$ cat src/verilog/tgc_pkg.sv
// Shared constants and carrier types for the timer gate control block
package tgc_pkg;

  ////////////////////////////////////////////////////////////////////////////
  localparam int TGC_ADDR_W = 5;
  localparam int TGC_DATA_W = 32;
  localparam int TGC_BE_W   = 4;

  // Register byte offsets
  localparam logic [TGC_ADDR_W-1:0] TGC_OFF_GATE_CTRL    = 5'h00;
  localparam logic [TGC_ADDR_W-1:0] TGC_OFF_PERIOD_MATCH = 5'h04;
  localparam logic [TGC_ADDR_W-1:0] TGC_OFF_PERIOD_COUNT = 5'h08;
  localparam logic [TGC_ADDR_W-1:0] TGC_OFF_TIMER_COUNT  = 5'h0C;
  localparam logic [TGC_ADDR_W-1:0] TGC_OFF_COMP_STATUS  = 5'h10;
  localparam logic [TGC_ADDR_W-1:0] TGC_OFF_IRQ_STATUS   = 5'h14;
  localparam logic [TGC_ADDR_W-1:0] TGC_OFF_IRQ_CLEAR    = 5'h18;
  localparam logic [TGC_ADDR_W-1:0] TGC_OFF_IRQ_ENABLE   = 5'h1C;

  // Field positions
  localparam int TGC_SSS_LSB   = 0;
  localparam int TGC_GVAL_BIT  = 2;
  localparam int TGC_POL_BIT   = 6;
  localparam int TGC_GE_BIT    = 7;
  localparam int TGC_RUN_BIT   = 8;
  localparam int TGC_PRUN_BIT  = 9;
  localparam int TGC_CMP1_BIT  = 5;
  localparam int TGC_CMP2_BIT  = 6;
  localparam int TGC_GIF_BIT   = 0;

  // Gate source encodings
  localparam logic [1:0] TGC_SRC_PIN    = 2'h0;
  localparam logic [1:0] TGC_SRC_PERIOD = 2'h1;
  localparam logic [1:0] TGC_SRC_CMP1   = 2'h2;
  localparam logic [1:0] TGC_SRC_CMP2   = 2'h3;

  // Values after reset
  localparam logic [7:0]  TGC_PERIOD_MATCH_RST = 8'hFF;
  localparam logic [7:0]  TGC_PERIOD_COUNT_RST = 8'h00;
  localparam logic [15:0] TGC_TIMER_RST        = 16'h0000;

  ////////////////////////////////////////////////////////////////////////////
  typedef struct packed {
    logic       period_run;
    logic       timer_run;
    logic       gate_enable_bit;
    logic       gate_polarity_select;
    logic [1:0] gate_source_select;
  } tgc_ctrl_type;

  typedef struct packed {
    logic                  read;
    logic                  write;
    logic [TGC_ADDR_W-1:0] address;
    logic [TGC_DATA_W-1:0] writedata;
    logic [TGC_BE_W-1:0]   byteenable;
  } tgc_avs_req_type;

  typedef struct packed {
    logic gate_pin;
    logic comparator_one_output;
    logic comparator_two_output;
  } tgc_gate_src_type;

endpackage : tgc_pkg

$ cat src/verilog/tgc_period_timer.sv
// Period timer that reloads after a match and emits a one-cycle pulse
`timescale 1ns/100ps
module tgc_period_timer #(
  parameter int PW = 8
) (
  // Clock and reset
  input  wire logic          sys_clk_in,
  input  wire logic          rst_n_in,
  // Control
  input  wire logic          run_in,
  input  wire logic [PW-1:0] period_match_value_in,
  // Status
  output logic      [PW-1:0] period_timer_count_out,
  output logic               match_pulse_out
);
  import tgc_pkg::*;

  typedef struct packed {
    logic [PW-1:0] count;
    logic          pulse;
  } tgc_pt_state_type;

  tgc_pt_state_type st;
  tgc_pt_state_type next_st;

  ////////////////////////////////////////////////////////////////////////////
  always_comb begin
    next_st       = st;
    next_st.pulse = 1'b0;
    if (run_in) begin
      if (st.count == period_match_value_in) begin
        next_st.count = PW'(TGC_PERIOD_COUNT_RST);
        next_st.pulse = 1'b1;
      end else begin
        next_st.count = PW'(st.count + 1'b1);
      end
    end
  end

  always_ff @(posedge sys_clk_in or negedge rst_n_in) begin
    if (!rst_n_in) begin
      st.count <= PW'(TGC_PERIOD_COUNT_RST);
      st.pulse <= 1'b0;
    end else begin
      st <= next_st;
    end
  end

  assign period_timer_count_out = st.count;
  assign match_pulse_out        = st.pulse;

  ////////////////////////////////////////////////////////////////////////////
  chk_reload_to_zero: assert property (
    @(posedge sys_clk_in) disable iff (!rst_n_in)
    (run_in && st.count == period_match_value_in) |=> (st.count == '0))
    else $error("period count did not reload to zero after match");

  chk_pulse_after_reload: assert property (
    @(posedge sys_clk_in) disable iff (!rst_n_in)
    st.pulse |-> ($past(run_in) && st.count == '0
                  && $past(st.count) == $past(period_match_value_in)))
    else $error("match pulse without a preceding reload");

  chk_pulse_one_cycle: assert property (
    @(posedge sys_clk_in) disable iff (!rst_n_in)
    (st.pulse && period_match_value_in != '0) |=> !st.pulse)
    else $error("match pulse stayed high more than one cycle");

  cov_reload: cover property (
    @(posedge sys_clk_in) disable iff (!rst_n_in) $rose(st.pulse));

endmodule : tgc_period_timer

$ cat src/verilog/tgc_top.sv
// Timer gate control: gate source select, gated timer, event interrupt
//
// Chosen here: the register addresses and the Avalon-MM slave port.
`timescale 1ns/100ps

// Function
// - Period count reloads to zero after match
// - Reload gives one-cycle high gate pulse
// - Polarity one: count only cycle after match
// - Polarity zero: count except cycle after match
// - Comparator one output drives gate
// - Comparator two output drives gate
// - Gate level readable at control bit two
// - Gate level valid with gating disabled
// - Gate level falling edge sets event flag
// - Enabled event flag raises interrupt request
// - Event flag sets with gating disabled
// - Two-bit field selects one of four sources
// - Polarity bit six selects true or inverted
module tgc_top #(
  parameter int TW = 16,
  parameter int PW = 8
) (
  // Clock and reset
  input  wire logic                       sys_clk_in,
  input  wire logic                       rst_n_in,
  // Avalon-MM slave
  input  wire tgc_pkg::tgc_avs_req_type   avs_req_in,
  output logic [tgc_pkg::TGC_DATA_W-1:0]  avs_readdata_out,
  output logic                            avs_waitrequest_out,
  // Gate sources
  input  wire tgc_pkg::tgc_gate_src_type  gate_src_in,
  // Status and interrupt
  output logic                            gate_level_out,
  output logic                            irq_out
);
  import tgc_pkg::*;

  typedef struct packed {
    tgc_ctrl_type          ctrl;
    logic [PW-1:0]         period_match_value;
    logic [TW-1:0]         timer_count;
    logic                  gate_level_status;
    logic                  gate_event_flag;
    logic                  gate_event_irq_enable;
    logic                  irq;
    logic                  waitrequest;
    logic [TGC_DATA_W-1:0] readdata;
  } tgc_state_type;

  tgc_state_type          st;
  tgc_state_type          next_st;
  logic [PW-1:0]          period_timer_count;
  logic                   match_pulse;
  logic                   gate_raw;
  logic                   gate_now;
  logic                   bus_take;
  logic                   wr_take;
  logic                   timer_wr;
  logic                   flag_clr;
  logic                   gate_fall;
  logic [TGC_DATA_W-1:0]  read_word;

  // Byte-lane merge of a write into a register image
  function automatic logic [TGC_DATA_W-1:0] merge_bytes(
    input logic [TGC_DATA_W-1:0] old_val,
    input logic [TGC_DATA_W-1:0] wdata,
    input logic [TGC_BE_W-1:0]   be
  );
    logic [TGC_DATA_W-1:0] res;
    res = old_val;
    for (int i = 0; i < TGC_BE_W; i++) begin
      if (be[i]) begin
        res[i*8 +: 8] = wdata[i*8 +: 8];
      end
    end
    return res;
  endfunction : merge_bytes

  ////////////////////////////////////////////////////////////////////////////
  // Period timer instance
  tgc_period_timer #(
    .PW (PW)
  ) u_period (
    .sys_clk_in             (sys_clk_in),
    .rst_n_in               (rst_n_in),
    .run_in                 (st.ctrl.period_run),
    .period_match_value_in  (st.period_match_value),
    .period_timer_count_out (period_timer_count),
    .match_pulse_out        (match_pulse)
  );

  ////////////////////////////////////////////////////////////////////////////
  // Gate source select
  always_comb begin
    unique case (st.ctrl.gate_source_select)
      TGC_SRC_PIN:    gate_raw = gate_src_in.gate_pin;
      TGC_SRC_PERIOD: gate_raw = match_pulse;
      TGC_SRC_CMP1:   gate_raw = gate_src_in.comparator_one_output;
      TGC_SRC_CMP2:   gate_raw = gate_src_in.comparator_two_output;
    endcase
  end

  // Polarity one passes the source, zero inverts it
  assign gate_now  = st.ctrl.gate_polarity_select ? gate_raw : ~gate_raw;
  // Falling edge of the gate level
  assign gate_fall = st.gate_level_status && !gate_now;

  assign bus_take = (avs_req_in.read || avs_req_in.write) && !st.waitrequest;
  assign wr_take  = bus_take && avs_req_in.write;
  assign timer_wr = wr_take && avs_req_in.address == TGC_OFF_TIMER_COUNT;
  assign flag_clr = wr_take && avs_req_in.address == TGC_OFF_IRQ_CLEAR
                    && avs_req_in.byteenable[0]
                    && avs_req_in.writedata[TGC_GIF_BIT];

  ////////////////////////////////////////////////////////////////////////////
  // Read decode; unmapped and write-only offsets read as zero
  always_comb begin
    read_word = '0;
    unique case (avs_req_in.address)
      TGC_OFF_GATE_CTRL: begin
        read_word[TGC_SSS_LSB +: 2] = st.ctrl.gate_source_select;
        read_word[TGC_GVAL_BIT]     = st.gate_level_status;
        read_word[TGC_POL_BIT]      = st.ctrl.gate_polarity_select;
        read_word[TGC_GE_BIT]       = st.ctrl.gate_enable_bit;
        read_word[TGC_RUN_BIT]      = st.ctrl.timer_run;
        read_word[TGC_PRUN_BIT]     = st.ctrl.period_run;
      end
      TGC_OFF_PERIOD_MATCH: read_word[PW-1:0] = st.period_match_value;
      TGC_OFF_PERIOD_COUNT: read_word[PW-1:0] = period_timer_count;
      TGC_OFF_TIMER_COUNT:  read_word[TW-1:0] = st.timer_count;
      TGC_OFF_COMP_STATUS: begin
        read_word[TGC_CMP1_BIT] = gate_src_in.comparator_one_output;
        read_word[TGC_CMP2_BIT] = gate_src_in.comparator_two_output;
      end
      TGC_OFF_IRQ_STATUS: read_word[TGC_GIF_BIT] = st.gate_event_flag;
      TGC_OFF_IRQ_ENABLE:
        read_word[TGC_GIF_BIT] = st.gate_event_irq_enable;
      default: read_word = '0;
    endcase
  end

  ////////////////////////////////////////////////////////////////////////////
  always_comb begin
    logic [TGC_DATA_W-1:0] img;
    img     = '0;
    next_st = st;

    // Answer one cycle after the request shows; read data is caught then
    next_st.waitrequest = 1'b1;
    if ((avs_req_in.read || avs_req_in.write) && st.waitrequest) begin
      next_st.waitrequest = 1'b0;
      next_st.readdata    = avs_req_in.read ? read_word : '0;
    end

    if (st.ctrl.timer_run && (!st.ctrl.gate_enable_bit || gate_now)) begin
      next_st.timer_count = TW'(st.timer_count + 1'b1);
    end

    if (wr_take) begin
      unique case (avs_req_in.address)
        TGC_OFF_GATE_CTRL: begin
          img = merge_bytes(read_word, avs_req_in.writedata,
                            avs_req_in.byteenable);
          next_st.ctrl.gate_source_select   = img[TGC_SSS_LSB +: 2];
          next_st.ctrl.gate_polarity_select = img[TGC_POL_BIT];
          next_st.ctrl.gate_enable_bit      = img[TGC_GE_BIT];
          next_st.ctrl.timer_run            = img[TGC_RUN_BIT];
          next_st.ctrl.period_run           = img[TGC_PRUN_BIT];
        end
        TGC_OFF_PERIOD_MATCH: begin
          img = merge_bytes(read_word, avs_req_in.writedata,
                            avs_req_in.byteenable);
          next_st.period_match_value = img[PW-1:0];
        end
        // A software write wins over a same-cycle increment
        TGC_OFF_TIMER_COUNT: begin
          img = merge_bytes(read_word, avs_req_in.writedata,
                            avs_req_in.byteenable);
          next_st.timer_count = img[TW-1:0];
        end
        TGC_OFF_IRQ_ENABLE: begin
          if (avs_req_in.byteenable[0]) begin
            next_st.gate_event_irq_enable =
              avs_req_in.writedata[TGC_GIF_BIT];
          end
        end
        default: img = '0;
      endcase
    end

    // Gate level follows the gate whether gating is on or not
    next_st.gate_level_status = gate_now;

    // Only a software clear drops the flag
    if (flag_clr) begin
      next_st.gate_event_flag = 1'b0;
    end
    // Falling edge sets the flag; set beats clear
    if (gate_fall) begin
      next_st.gate_event_flag = 1'b1;
    end

    next_st.irq = next_st.gate_event_flag && next_st.gate_event_irq_enable;
  end

  always_ff @(posedge sys_clk_in or negedge rst_n_in) begin
    if (!rst_n_in) begin
      st.ctrl                  <= '0;
      st.period_match_value    <= PW'(TGC_PERIOD_MATCH_RST);
      st.timer_count           <= TW'(TGC_TIMER_RST);
      st.gate_level_status     <= 1'b0;
      st.gate_event_flag       <= 1'b0;
      st.gate_event_irq_enable <= 1'b0;
      st.irq                   <= 1'b0;
      st.waitrequest           <= 1'b1;
      st.readdata              <= '0;
    end else begin
      st <= next_st;
    end
  end

  assign avs_readdata_out    = st.readdata;
  assign avs_waitrequest_out = st.waitrequest;
  assign gate_level_out      = st.gate_level_status;
  assign irq_out             = st.irq;

  ////////////////////////////////////////////////////////////////////////////
  logic run_gated;
  assign run_gated = st.ctrl.timer_run && st.ctrl.gate_enable_bit
                     && st.ctrl.gate_polarity_select && !timer_wr;

  chk_period_gate_true: assert property (
    @(posedge sys_clk_in) disable iff (!rst_n_in)
    (run_gated && st.ctrl.gate_source_select == TGC_SRC_PERIOD)
    |=> st.timer_count == TW'($past(st.timer_count) + $past(match_pulse)))
    else $error("polarity one period gate counted wrong");

  chk_period_gate_inv: assert property (
    @(posedge sys_clk_in) disable iff (!rst_n_in)
    (st.ctrl.timer_run && st.ctrl.gate_enable_bit && !timer_wr
     && !st.ctrl.gate_polarity_select
     && st.ctrl.gate_source_select == TGC_SRC_PERIOD)
    |=> st.timer_count == TW'($past(st.timer_count) + !$past(match_pulse)))
    else $error("polarity zero period gate counted wrong");

  chk_cmp_one_gate: assert property (
    @(posedge sys_clk_in) disable iff (!rst_n_in)
    (run_gated && st.ctrl.gate_source_select == TGC_SRC_CMP1)
    |=> st.timer_count == TW'($past(st.timer_count)
                         + $past(gate_src_in.comparator_one_output)))
    else $error("comparator one gate counted wrong");

  chk_cmp_two_gate: assert property (
    @(posedge sys_clk_in) disable iff (!rst_n_in)
    (run_gated && st.ctrl.gate_source_select == TGC_SRC_CMP2)
    |=> st.timer_count == TW'($past(st.timer_count)
                         + $past(gate_src_in.comparator_two_output)))
    else $error("comparator two gate counted wrong");

  chk_gate_level_pin: assert property (
    @(posedge sys_clk_in) disable iff (!rst_n_in)
    (st.ctrl.gate_source_select == TGC_SRC_PIN && !timer_wr)
    |=> gate_level_out == ($past(gate_src_in.gate_pin)
                           ~^ $past(st.ctrl.gate_polarity_select)))
    else $error("gate level does not follow pin and polarity");

  chk_fall_sets_flag: assert property (
    @(posedge sys_clk_in) disable iff (!rst_n_in)
    $fell(st.gate_level_status) |-> st.gate_event_flag)
    else $error("gate falling edge did not set event flag");

  chk_irq_follows_flag: assert property (
    @(posedge sys_clk_in) disable iff (!rst_n_in)
    irq_out == (st.gate_event_flag && st.gate_event_irq_enable))
    else $error("interrupt level disagrees with flag and enable");

  chk_flag_sticky: assert property (
    @(posedge sys_clk_in) disable iff (!rst_n_in)
    (st.gate_event_flag && !flag_clr) |=> st.gate_event_flag)
    else $error("event flag cleared without software clear");

  chk_bus_answer: assert property (
    @(posedge sys_clk_in) disable iff (!rst_n_in)
    (avs_req_in.read || avs_req_in.write) |-> ##[0:1] !avs_waitrequest_out)
    else $error("bus request not answered within one cycle");

  cov_gate_event: cover property (
    @(posedge sys_clk_in) disable iff (!rst_n_in)
    !st.ctrl.gate_enable_bit && $rose(st.gate_event_flag));
  cov_irq: cover property (
    @(posedge sys_clk_in) disable iff (!rst_n_in) $rose(irq_out));
  cov_set_and_clear: cover property (
    @(posedge sys_clk_in) disable iff (!rst_n_in) gate_fall && flag_clr);

endmodule : tgc_top

$ cat config.mk
export PLATFORM = sky130hd
export DESIGN_NAME = tgc_top
export DESIGN_NICKNAME = d
export VERILOG_FILES = /design/src/verilog/tgc_pkg.sv /design/src/verilog/tgc_period_timer.sv /design/src/verilog/tgc_top.sv
export SDC_FILE = /design/constraint.sdc
export NUM_CORES = 1
export LEC_CHECK = 0
export BUFFER_PORTS_ARGS = -buffer_cell sky130_fd_sc_hd__buf_2
export CAP_MARGIN = 20
export CELL_PAD_IN_SITES_DETAIL_PLACEMENT = 0
export CELL_PAD_IN_SITES_GLOBAL_PLACEMENT = 1
export CORE_ASPECT_RATIO = 1.5
export CORE_MARGIN = 10
export CORE_UTILIZATION = 30
export CTS_CLUSTER_DIAMETER = 30
export DETAILED_ROUTE_END_ITERATION = 12
export PLACE_DENSITY = 0.71
export SYNTH_ARGS = -nofsm -noshare
export SYNTH_HDL_FRONTEND = slang
export SYNTH_SLANG_ARGS = --single-unit
$ cat constraint.sdc
create_clock -name sys_clk_in -period 2.7 [get_ports sys_clk_in]
set_clock_uncertainty 0.15 [all_clocks]
set_input_delay 0.27 -clock sys_clk_in [delete_from_list [all_inputs] [get_ports sys_clk_in]]
set_output_delay 0.27 -clock sys_clk_in [all_outputs]
set_load 0.02 [all_outputs]
Word level (Yosys, flattened, before mapping)

Cells that the tools add are included.

Bits in registers: 76
Bits of input ports: 48
Output and inout port bits: 35
Logic and storage cells: 72

Add/sub/neg operators: 2
Equal/unequal tests: 11
Muxes and demuxes: 25
Bitwise gates (word level): 1
Reduce and logical (&&, ||, !) cells: 18

Operator list:

| cell                                           | number |
|---|---|
| 2-to-1 mux 16 bit                              | 4 |
| 2-to-1 mux 33 bit                              | 1 |
| 2-to-1 mux 8 bit                               | 3 |
| == test 5 bit (second input constant)          | 4 |
| adder 16 x 1 -> 16 bit (second input constant) | 1 |
| one-hot mux 1 bit (4 select lines)             | 3 |
| == test 5 x 4 -> 1 bit (second input constant) | 2 |
| logical AND 1 bit                              | 9 |
| adder 8 x 1 -> 8 bit (second input constant)   | 1 |
| == test 8 bit                                  | 1 |
| 2-to-1 mux 1 bit                               | 8 |
| one-hot mux 2 bit (4 select lines)             | 1 |
| 2-to-1 mux 6 bit                               | 1 |
| one-hot mux 1 bit (6 select lines)             | 1 |
| one-hot mux 2 bit (3 select lines)             | 1 |
| == test 5 x 3 -> 1 bit (second input constant) | 1 |
| zero test 5 bit                                | 1 |
| one-hot mux 1 bit (5 select lines)             | 1 |
| == test 2 bit (second input constant)          | 2 |
| one-hot mux 2 bit (2 select lines)             | 1 |
| AND reduction 2 bit                            | 2 |
| zero test 1 bit                                | 3 |
| == test 2 x 1 -> 1 bit (second input constant) | 1 |
| zero test 2 bit                                | 1 |
| other kinds (2)                                | 3 |

Longest topological paths before layout

Gate-level depths: netlist of run 1.

Depth in word-level cells: 9
Depth in mapped cells: 8

Cells and area by module

From an unflattened synthesis of run 1, not the netlist that was laid out.

Cell total of the unflattened synthesis: 363
Area total of the unflattened synthesis: 3648.5 µm²

By module, submodules not included:

| module           | times used | cells each | area each (µm²) |
|---|---|---|---|
| tgc_top          | 1          | 311        | 3119.2 |
| tgc_period_timer | 1          | 52         | 529.3 |

Least setup slack after synthesis of run 1

OpenSTA, ideal clock, no wires.

Path type: input-to-reg
Start: in avs_req_in[40] in the netlist's numbering
End: reg st[49] in the netlist's numbering
Library setup time: 129 ps
Arrival: 1820 ps
Required time: 2421 ps
Path slack: 600 ps
Stages on the path: 8
Buffers on the path: 3
Path through: buf_2 -> or3_1 -> buf_2 -> nor3_1 -> buf_2 -> nor3_1 -> a311oi_1 -> nor3_1

RTL lines:

| element                | line           | source |
|---|---|---|
| start: declaration     | tgc_top.sv:28  | `input wire tgc_pkg::tgc_avs_req_type avs_req_in,` |
| end signal: assignment | tgc_top.sv:219 | `st <= next_st;` |
| end: declaration       | tgc_top.sv:51  | `tgc_state_type st;` |

==> results of run 1 <==
==> timing repair <==
| item | in CTS | in global routing |
|---|---|---|
| endpoints found under the hold margin | 14 | 0 |
| hold buffers | 1 | 0 |
| setup buffers | 0 | 0 |
==> through the flow <==
stage	cell area (um2)	total power, mW	util	hold WS [ns]	worst slack [ns]
after floorplan	3645	1.395	-	-0.1756	0.6003
after global placement	3824	1.526	0.3299	0.09097	0.4125
after detailed placement	3824	1.538	0.3299	0.09395	0.3600
after CTS	4138	2.704	0.3570	0.0001593	0.3471
after global routing	4138	2.809	0.3570	0.02579	0.2235
final	4138	2.680	0.3570	0.007518	0.3334
==> per-layer routing <==
metal	vias to the layer above	wire [um]	track usage	part of all wire
met3	13	520	0.02594	0.055
met1	1380	3780	0.1227	0.40
met4	0	232	0.05410	0.024
li1	1347	-	-	-
met2	67	4953	0.2012	0.52
met5	-	0	0	0
==> power by group <==
group	total, mW	switching, mW	internal [mW]
Combinational	0.404	0.226	0.178
Sequential	1.12	0.126	0.993
Clock	1.16	0.396	0.760
==> cell type report <==
type / count / share of cell area
repair buffers: 57 / 0.07499
inverters: 8 / 0.007257
clock inverters: 4 / 0.01149
clock buffers: 12 / 0.06199
flip-flops and latches: 60 / 0.3656
multi-input cells: 264 / 0.4333
well taps: 150 / 0.04536
==> cell usage after synthesis (all sizes together) (3+ instances only) <==
cell / count
nand3: 13
buf: 37
dfstp: 9
a22o: 9
a22oi: 7
xor2: 3
nand2: 35
nor2: 18
nor3: 11
mux2i: 21
nor3b: 7
o31ai: 4
nand3b: 4
clkbuf: 12
o21ai: 22
or3: 6
xnor2: 16
mux2: 13
nor4: 6
o211ai: 3
dfrtp: 51
a21oi: 6
o22ai: 3
nand4: 7
and2: 5
inv: 8
==> logic make-up (layout without fill, tap and decap cells) <==
logic type / Yosys count / count (layout) / share of synthesized area
other: 1 / 16 / 0.001045
AND/OR/NAND/NOR: 124 / 124 / 0.1879
XOR/XNOR: 19 / 19 / 0.04637
AO/OA/AOI/OAI: 67 / 67 / 0.1266
flip-flops: 60 / 60 / 0.4215
buffers and inverters: 57 / 81 / 0.09449
adder cells (fa/ha/maj): 2 / 2 / 0.006972
multiplexers: 36 / 36 / 0.1151
==> critical path, delay by kind of cell, from the launching register on <==
kind,cells,cell delay (ns)
multiplexers,2,0.59
AND/OR/NAND/NOR,2,0.98
AO/OA/AOI/OAI,1,0.13
flip-flops,1,0.45
==> flip-flops by register name, indices dropped and copies added, names as in the netlist <==
signal and count:
avs_readdata_out 16, u_period.match_pulse_out 1, avs_waitrequest_out 1, u_period.period_timer_count_out 8
gate_level_out 1, irq_out 1, st 32
==> path summary, 6_finish.rpt <==
kind | cells after the start | slack, ns | to
setup / recovery | 5 | 0.33 | st[47]
hold / removal | 3 | 0.008 | st[48]
setup reg to reg | 5 | 0.33 | st[47]
hold reg to reg | 2 | 0.33 | avs_readdata_out[6]
max in group asynchronous | 3 | 1.41 | st[53]
min in group asynchronous | 2 | 0.28 | avs_readdata_out[5]
==> reports/metrics.cfg, run 1 <==
[finish]
syn2layout_area_growth_pct = 15.31
stdcell_count = 555
num_antenna_cells = 0
regArea_um2 = 1513
fillers = 1197
drive_above_1_share = 0.2568
multiInputGateArea_um2 = 1793
layout_common_cells = 51 x dfrtp_1, 48 x buf_2, 35 x nand2_1
final_common_cell = dfrtp_1
fin_nets = 450

[global_route]
antenna_found_initial = 0
track_usage = 0.1137
grt_pass1_vias = 2885
grt_max_degree = 23
grt_pass1_wl_um = 14980
globalRouteOverflowTotal = 0

[synthesis]
async_flop_share = 1.000
yosys-top-cells-area = dfrtp_1 36%, buf_4 6.7%, dfstp_2 6.6%
synth_top_area_cell = dfrtp_1
synth-seq-area-share = 0.4215
ys_ff_latch = 60
synth-edff-count = 0
syn_inst = 366
ys_types = 56
ys.flop_type = dfrtp_1
syn_area_um2 = 3588
ys_warn_count = 0
syn_avg_cell_area_um2 = 9.804
synth_top_area_frac = 0.3556

[clock_tree]
clkSinkCount = 60
clk_latency_ns = 0.33
postCtsResizedCells = 0
cts_tree = done
cts_buffers = 9
clk_path_buf_depth = 2
cts_root_buffer = clkbuf_16
clk_pin_slew_ns = 0.05
cts_max_level = 3

[sta]
maxSlewViolCount = 0
rsz0062_at_grt = no
hold_viol_final = 0
setup_viol = 0
fin_crit_sh = 0.8765
min_period_ns = 2.367
fin_setup_tns_ns = 0
tightest_slew_ns = 0.6526
clock.fmax_mhz = 422.5
maxSlewHeadroom = 0.5563

[setup_path]
reg2reg_from = st[61]
critPathLaunchType = register
slowest_delay_ns = 0.50
slowest_stage = nor4_4
crit_path_start = st[61]
cp_data_arrival_time_ns = 2.47
endpoint_kind = register
crit_path_cell_trace = mux2i_1 -> mux2i_2 -> nor4_4 -> or4b_1 -> a21oi_1
path_class = register to register
crit_path_max_fanout = 10
worstPathRequired_ns = 2.81

[detailed_routing]
via_per_inst = 5.058
drc = 0
avgRoutedWirePerCell_um = 17.09
num_vias = 2807
drt-pass1-iter-count = 5
ant_nets = 0
drt_iter0_drc = 123
routed_wl_um = 9486

[placement]
gp_congestion = 0.8228
place_inst = 538
dp_hpwl_um = 7432
numPortBuffers = 48

[pwr]
p_leak_nw = 1.780
power_density_nw_per_um2 = 647.6
vdd_drop_max_mv = 0.2834

[status]
outcome = finished, final reports clean

[hold_path]
hold_path_class = input pin to register
min_from = avs_req_in[15]

[die]
core-area_um2 = 11590
die_y_um = 154.0
dieWidth_um = 109.3
rows = 48
die-area_um2 = 16830
start_util = 0.3096
num_io_pins = 83

[run]
cap_violations = 0

Note: power is estimated with default switching activity, not from simulation.
==> inputs of run 2 (changes only) <==
--- a/config.mk
+++ b/config.mk
@@ -11,10 +11,10 @@
 export CELL_PAD_IN_SITES_GLOBAL_PLACEMENT = 1
 export CORE_ASPECT_RATIO = 1.5
 export CORE_MARGIN = 10
-export CORE_UTILIZATION = 30
+export CORE_UTILIZATION = 38
 export CTS_CLUSTER_DIAMETER = 30
 export DETAILED_ROUTE_END_ITERATION = 12
-export PLACE_DENSITY = 0.71
+export PLACE_DENSITY = 0.85
 export SYNTH_ARGS = -nofsm -noshare
 export SYNTH_HDL_FRONTEND = slang
 export SYNTH_SLANG_ARGS = --single-unit
==> reports/metrics.cfg, run 2 (synthesis gave the netlist of run 1 again) <==
[clock_tree]
cts_max_level = 3  ; unchanged
postCtsHoldBufs = 2  ; +1
clk_pin_slew_ns = 0.05  ; about the same
postCtsResizedCells = 0  ; unchanged
post_cts_buffers = 0  ; unchanged
clkSinkCount = 60  ; unchanged
cts_tree = done
cts_root_buffer = clkbuf_16
cts_buffers = 9  ; unchanged
clk_path_buf_depth = 2  ; unchanged
clk_latency_ns = 0.33  ; about the same

[placement]
dp_hpwl_um = 6911  ; -7.0%
numPortBuffers = 48  ; unchanged
place_inst = 498  ; -7.4%
gp_congestion = 0.8692  ; +5.6%
post-place-ws_ns = 0.4185  ; +0.05848 ns

[sta]
maxSlewViolCount = 0  ; unchanged
fin_crit_sh = 0.8454  ; -0.03111
setup_ws_ns = 0.4174  ; +0.08399 ns
maxSlewHeadroom = 0.5707  ; +0.01434
clock.fmax_mhz = 438.1  ; +3.7%
rsz0062_at_grt = no
tightest_slew_ns = 0.6315  ; -0.02109 ns
fin_hold_ws_ns = 0.03496  ; +0.02744 ns
fin_setup_tns_ns = 0  ; unchanged
setup_viol = 0  ; unchanged
hold_viol_final = 0  ; unchanged
min_period_ns = 2.283  ; -0.08399 ns

[finish]
fillers = 920  ; -23%
top_register = st
syn2layout_area_growth_pct = 13.77
drive_above_1_share = 0.2457  ; -0.01113
num_antenna_cells = 0  ; unchanged
stdcell_count = 515  ; -7.2%
fin_nets = 449  ; -0.22%
largest_reg_flops = 32  ; unchanged
layout_common_cells = 51 x dfrtp_1, 48 x buf_2, 35 x nand2_1
final_common_cell = dfrtp_1

[global_route]
globalRouteOverflowTotal = 0  ; unchanged
grt_pass1_vias = 2957  ; +2.5%
grt_max_degree = 35  ; +52%
grt_pass1_wl_um = 14610  ; -2.4%
track_usage = 0.1310  ; +0.01721
antenna_found_initial = 0  ; unchanged

[hold_path]
hold_path_class = input pin to register

[pwr]
switching_share = 0.2710  ; -0.008193
power.switching_uw = 707.8  ; -5.4%
vdd_drop_max_mv = 0.3786  ; +34%
p_comb_frac = 0.153  ; +0.002
clockPowerShare = 0.419  ; -0.013
p_total_mw = 2.612  ; -2.5%
seqPwrFrac = 0.428  ; +0.010
power_density_nw_per_um2 = 639.7  ; -1.2%
p_leak_nw = 1.772  ; -0.47%
power.internal_mw = 1.904  ; -1.4%

[die]
start_util = 0.3878  ; +0.07819
num_io_pins = 83  ; unchanged
die_y_um = 139.0  ; -9.7%
dieWidth_um = 99.35  ; -9.1%
rows = 43  ; -10%
die-area_um2 = 13810  ; -18%
core-area_um2 = 9254  ; -20%

[setup_path]
critPathLaunchType = register
crit_path_cell_trace = or3b_1 -> mux2i_2 -> nor3b_1 -> xor2_1 -> mux2_2
endpoint_kind = register
slowest_delay_ns = 0.52  ; +0.02 ns
path_class = register to register
crit_buf_inv = 0  ; unchanged
crit_path_max_fanout = 10  ; unchanged
path_delay_family = multiplexers
worstPathRequired_ns = 2.76  ; -0.05 ns
cp_data_arrival_time_ns = 2.34  ; -0.13 ns
slowest_stage = mux2i_2

[status]
outcome = finished, final reports clean

[detailed_routing]
avgRoutedWirePerCell_um = 17.08  ; about the same
routed_wl_um = 8795  ; -7.3%
drt_iter0_drc = 166  ; +35%
ant_nets = 0  ; unchanged
drt-pass1-iter-count = 4  ; -1
drc = 0  ; unchanged
via_per_inst = 5.482  ; +8.4%
num_vias = 2823  ; +0.57%

[run]
cap_violations = 0  ; unchanged

run 2: cell count changes in the layout (fill, tap and decap cells not counted):
cell	previous run	this run
buf_12	0	1
buf_4	8	4
buf_6	0	1
clkbuf_1	1	3
clkbuf_8	2	1
clkinv_2	2	1
clkinvlp_4	1	0
dlygate4sd3_1	1	2
run 2: through the flow:
stage | util | area [um2]
CTS | 0.4412 | 4083
floorplan | - | 3645
detailed placement | 0.4082 | 3777
global placement | 0.4070 | 3766
global route | 0.4412 | 4083
finish | 0.4412 | 4083
run 2: layout make-up:
class / instances / area (um2) / area share
multi-input combinational: 264 / 1793 / 0.4392
clock buffer: 13 / 250.2 / 0.06129
timing repair buffer: 56 / 321.6 / 0.07876
tap: 112 / 140.1 / 0.03432
sequential: 60 / 1513 / 0.3705
inverter: 8 / 30.03 / 0.007355
clock inverter: 2 / 35.03 / 0.008581
run 2: power groups by stage:
stage	combinational [mW]	sequential, mW	clock, mW
2_1_floorplan	0.300	1.10	0
3_3_place_gp	0.388	1.13	0
3_5_place_dp	0.402	1.13	0
4_1_cts	0.407	1.12	1.12
5_1_grt	0.452	1.13	1.16
6_report	0.400	1.12	1.09
run 2: worst register-to-register path: cells and delay by family, from the launching register on:
family / cells / cell delay, ns
DFF: 1 / 0.45
and+or+nand+nor: 2 / 0.58
muxes: 2 / 0.79
xor gates and xnor gates: 1 / 0.18
run 2: path summary, 6_finish.rpt:
path / cells past startpoint / start / to / slack (ns)
worst max-delay path: 5 / st[62] / st[37] / 0.42
worst min-delay path: 3 / avs_req_in[17] / st[50] / 0.03
worst max register to register: 5 / st[62] / st[37] / 0.42
worst min register to register: 2 / avs_readdata_out[4] / avs_readdata_out[4] / 0.33
max in group asynchronous: 3 / rst_n_in / st[54] / 1.38
min in group asynchronous: 2 / rst_n_in / irq_out / 0.35
run 2: metal layers:
metal  routed length (um)  vias to the layer above  global-route usage
li1                     -                     1343                   -
met1                 3298                     1374              0.1363
met2                 4615                       89              0.2270
met3                  584                       17             0.03840
met4                  297                        0             0.07267
met5                    0                        -                   0
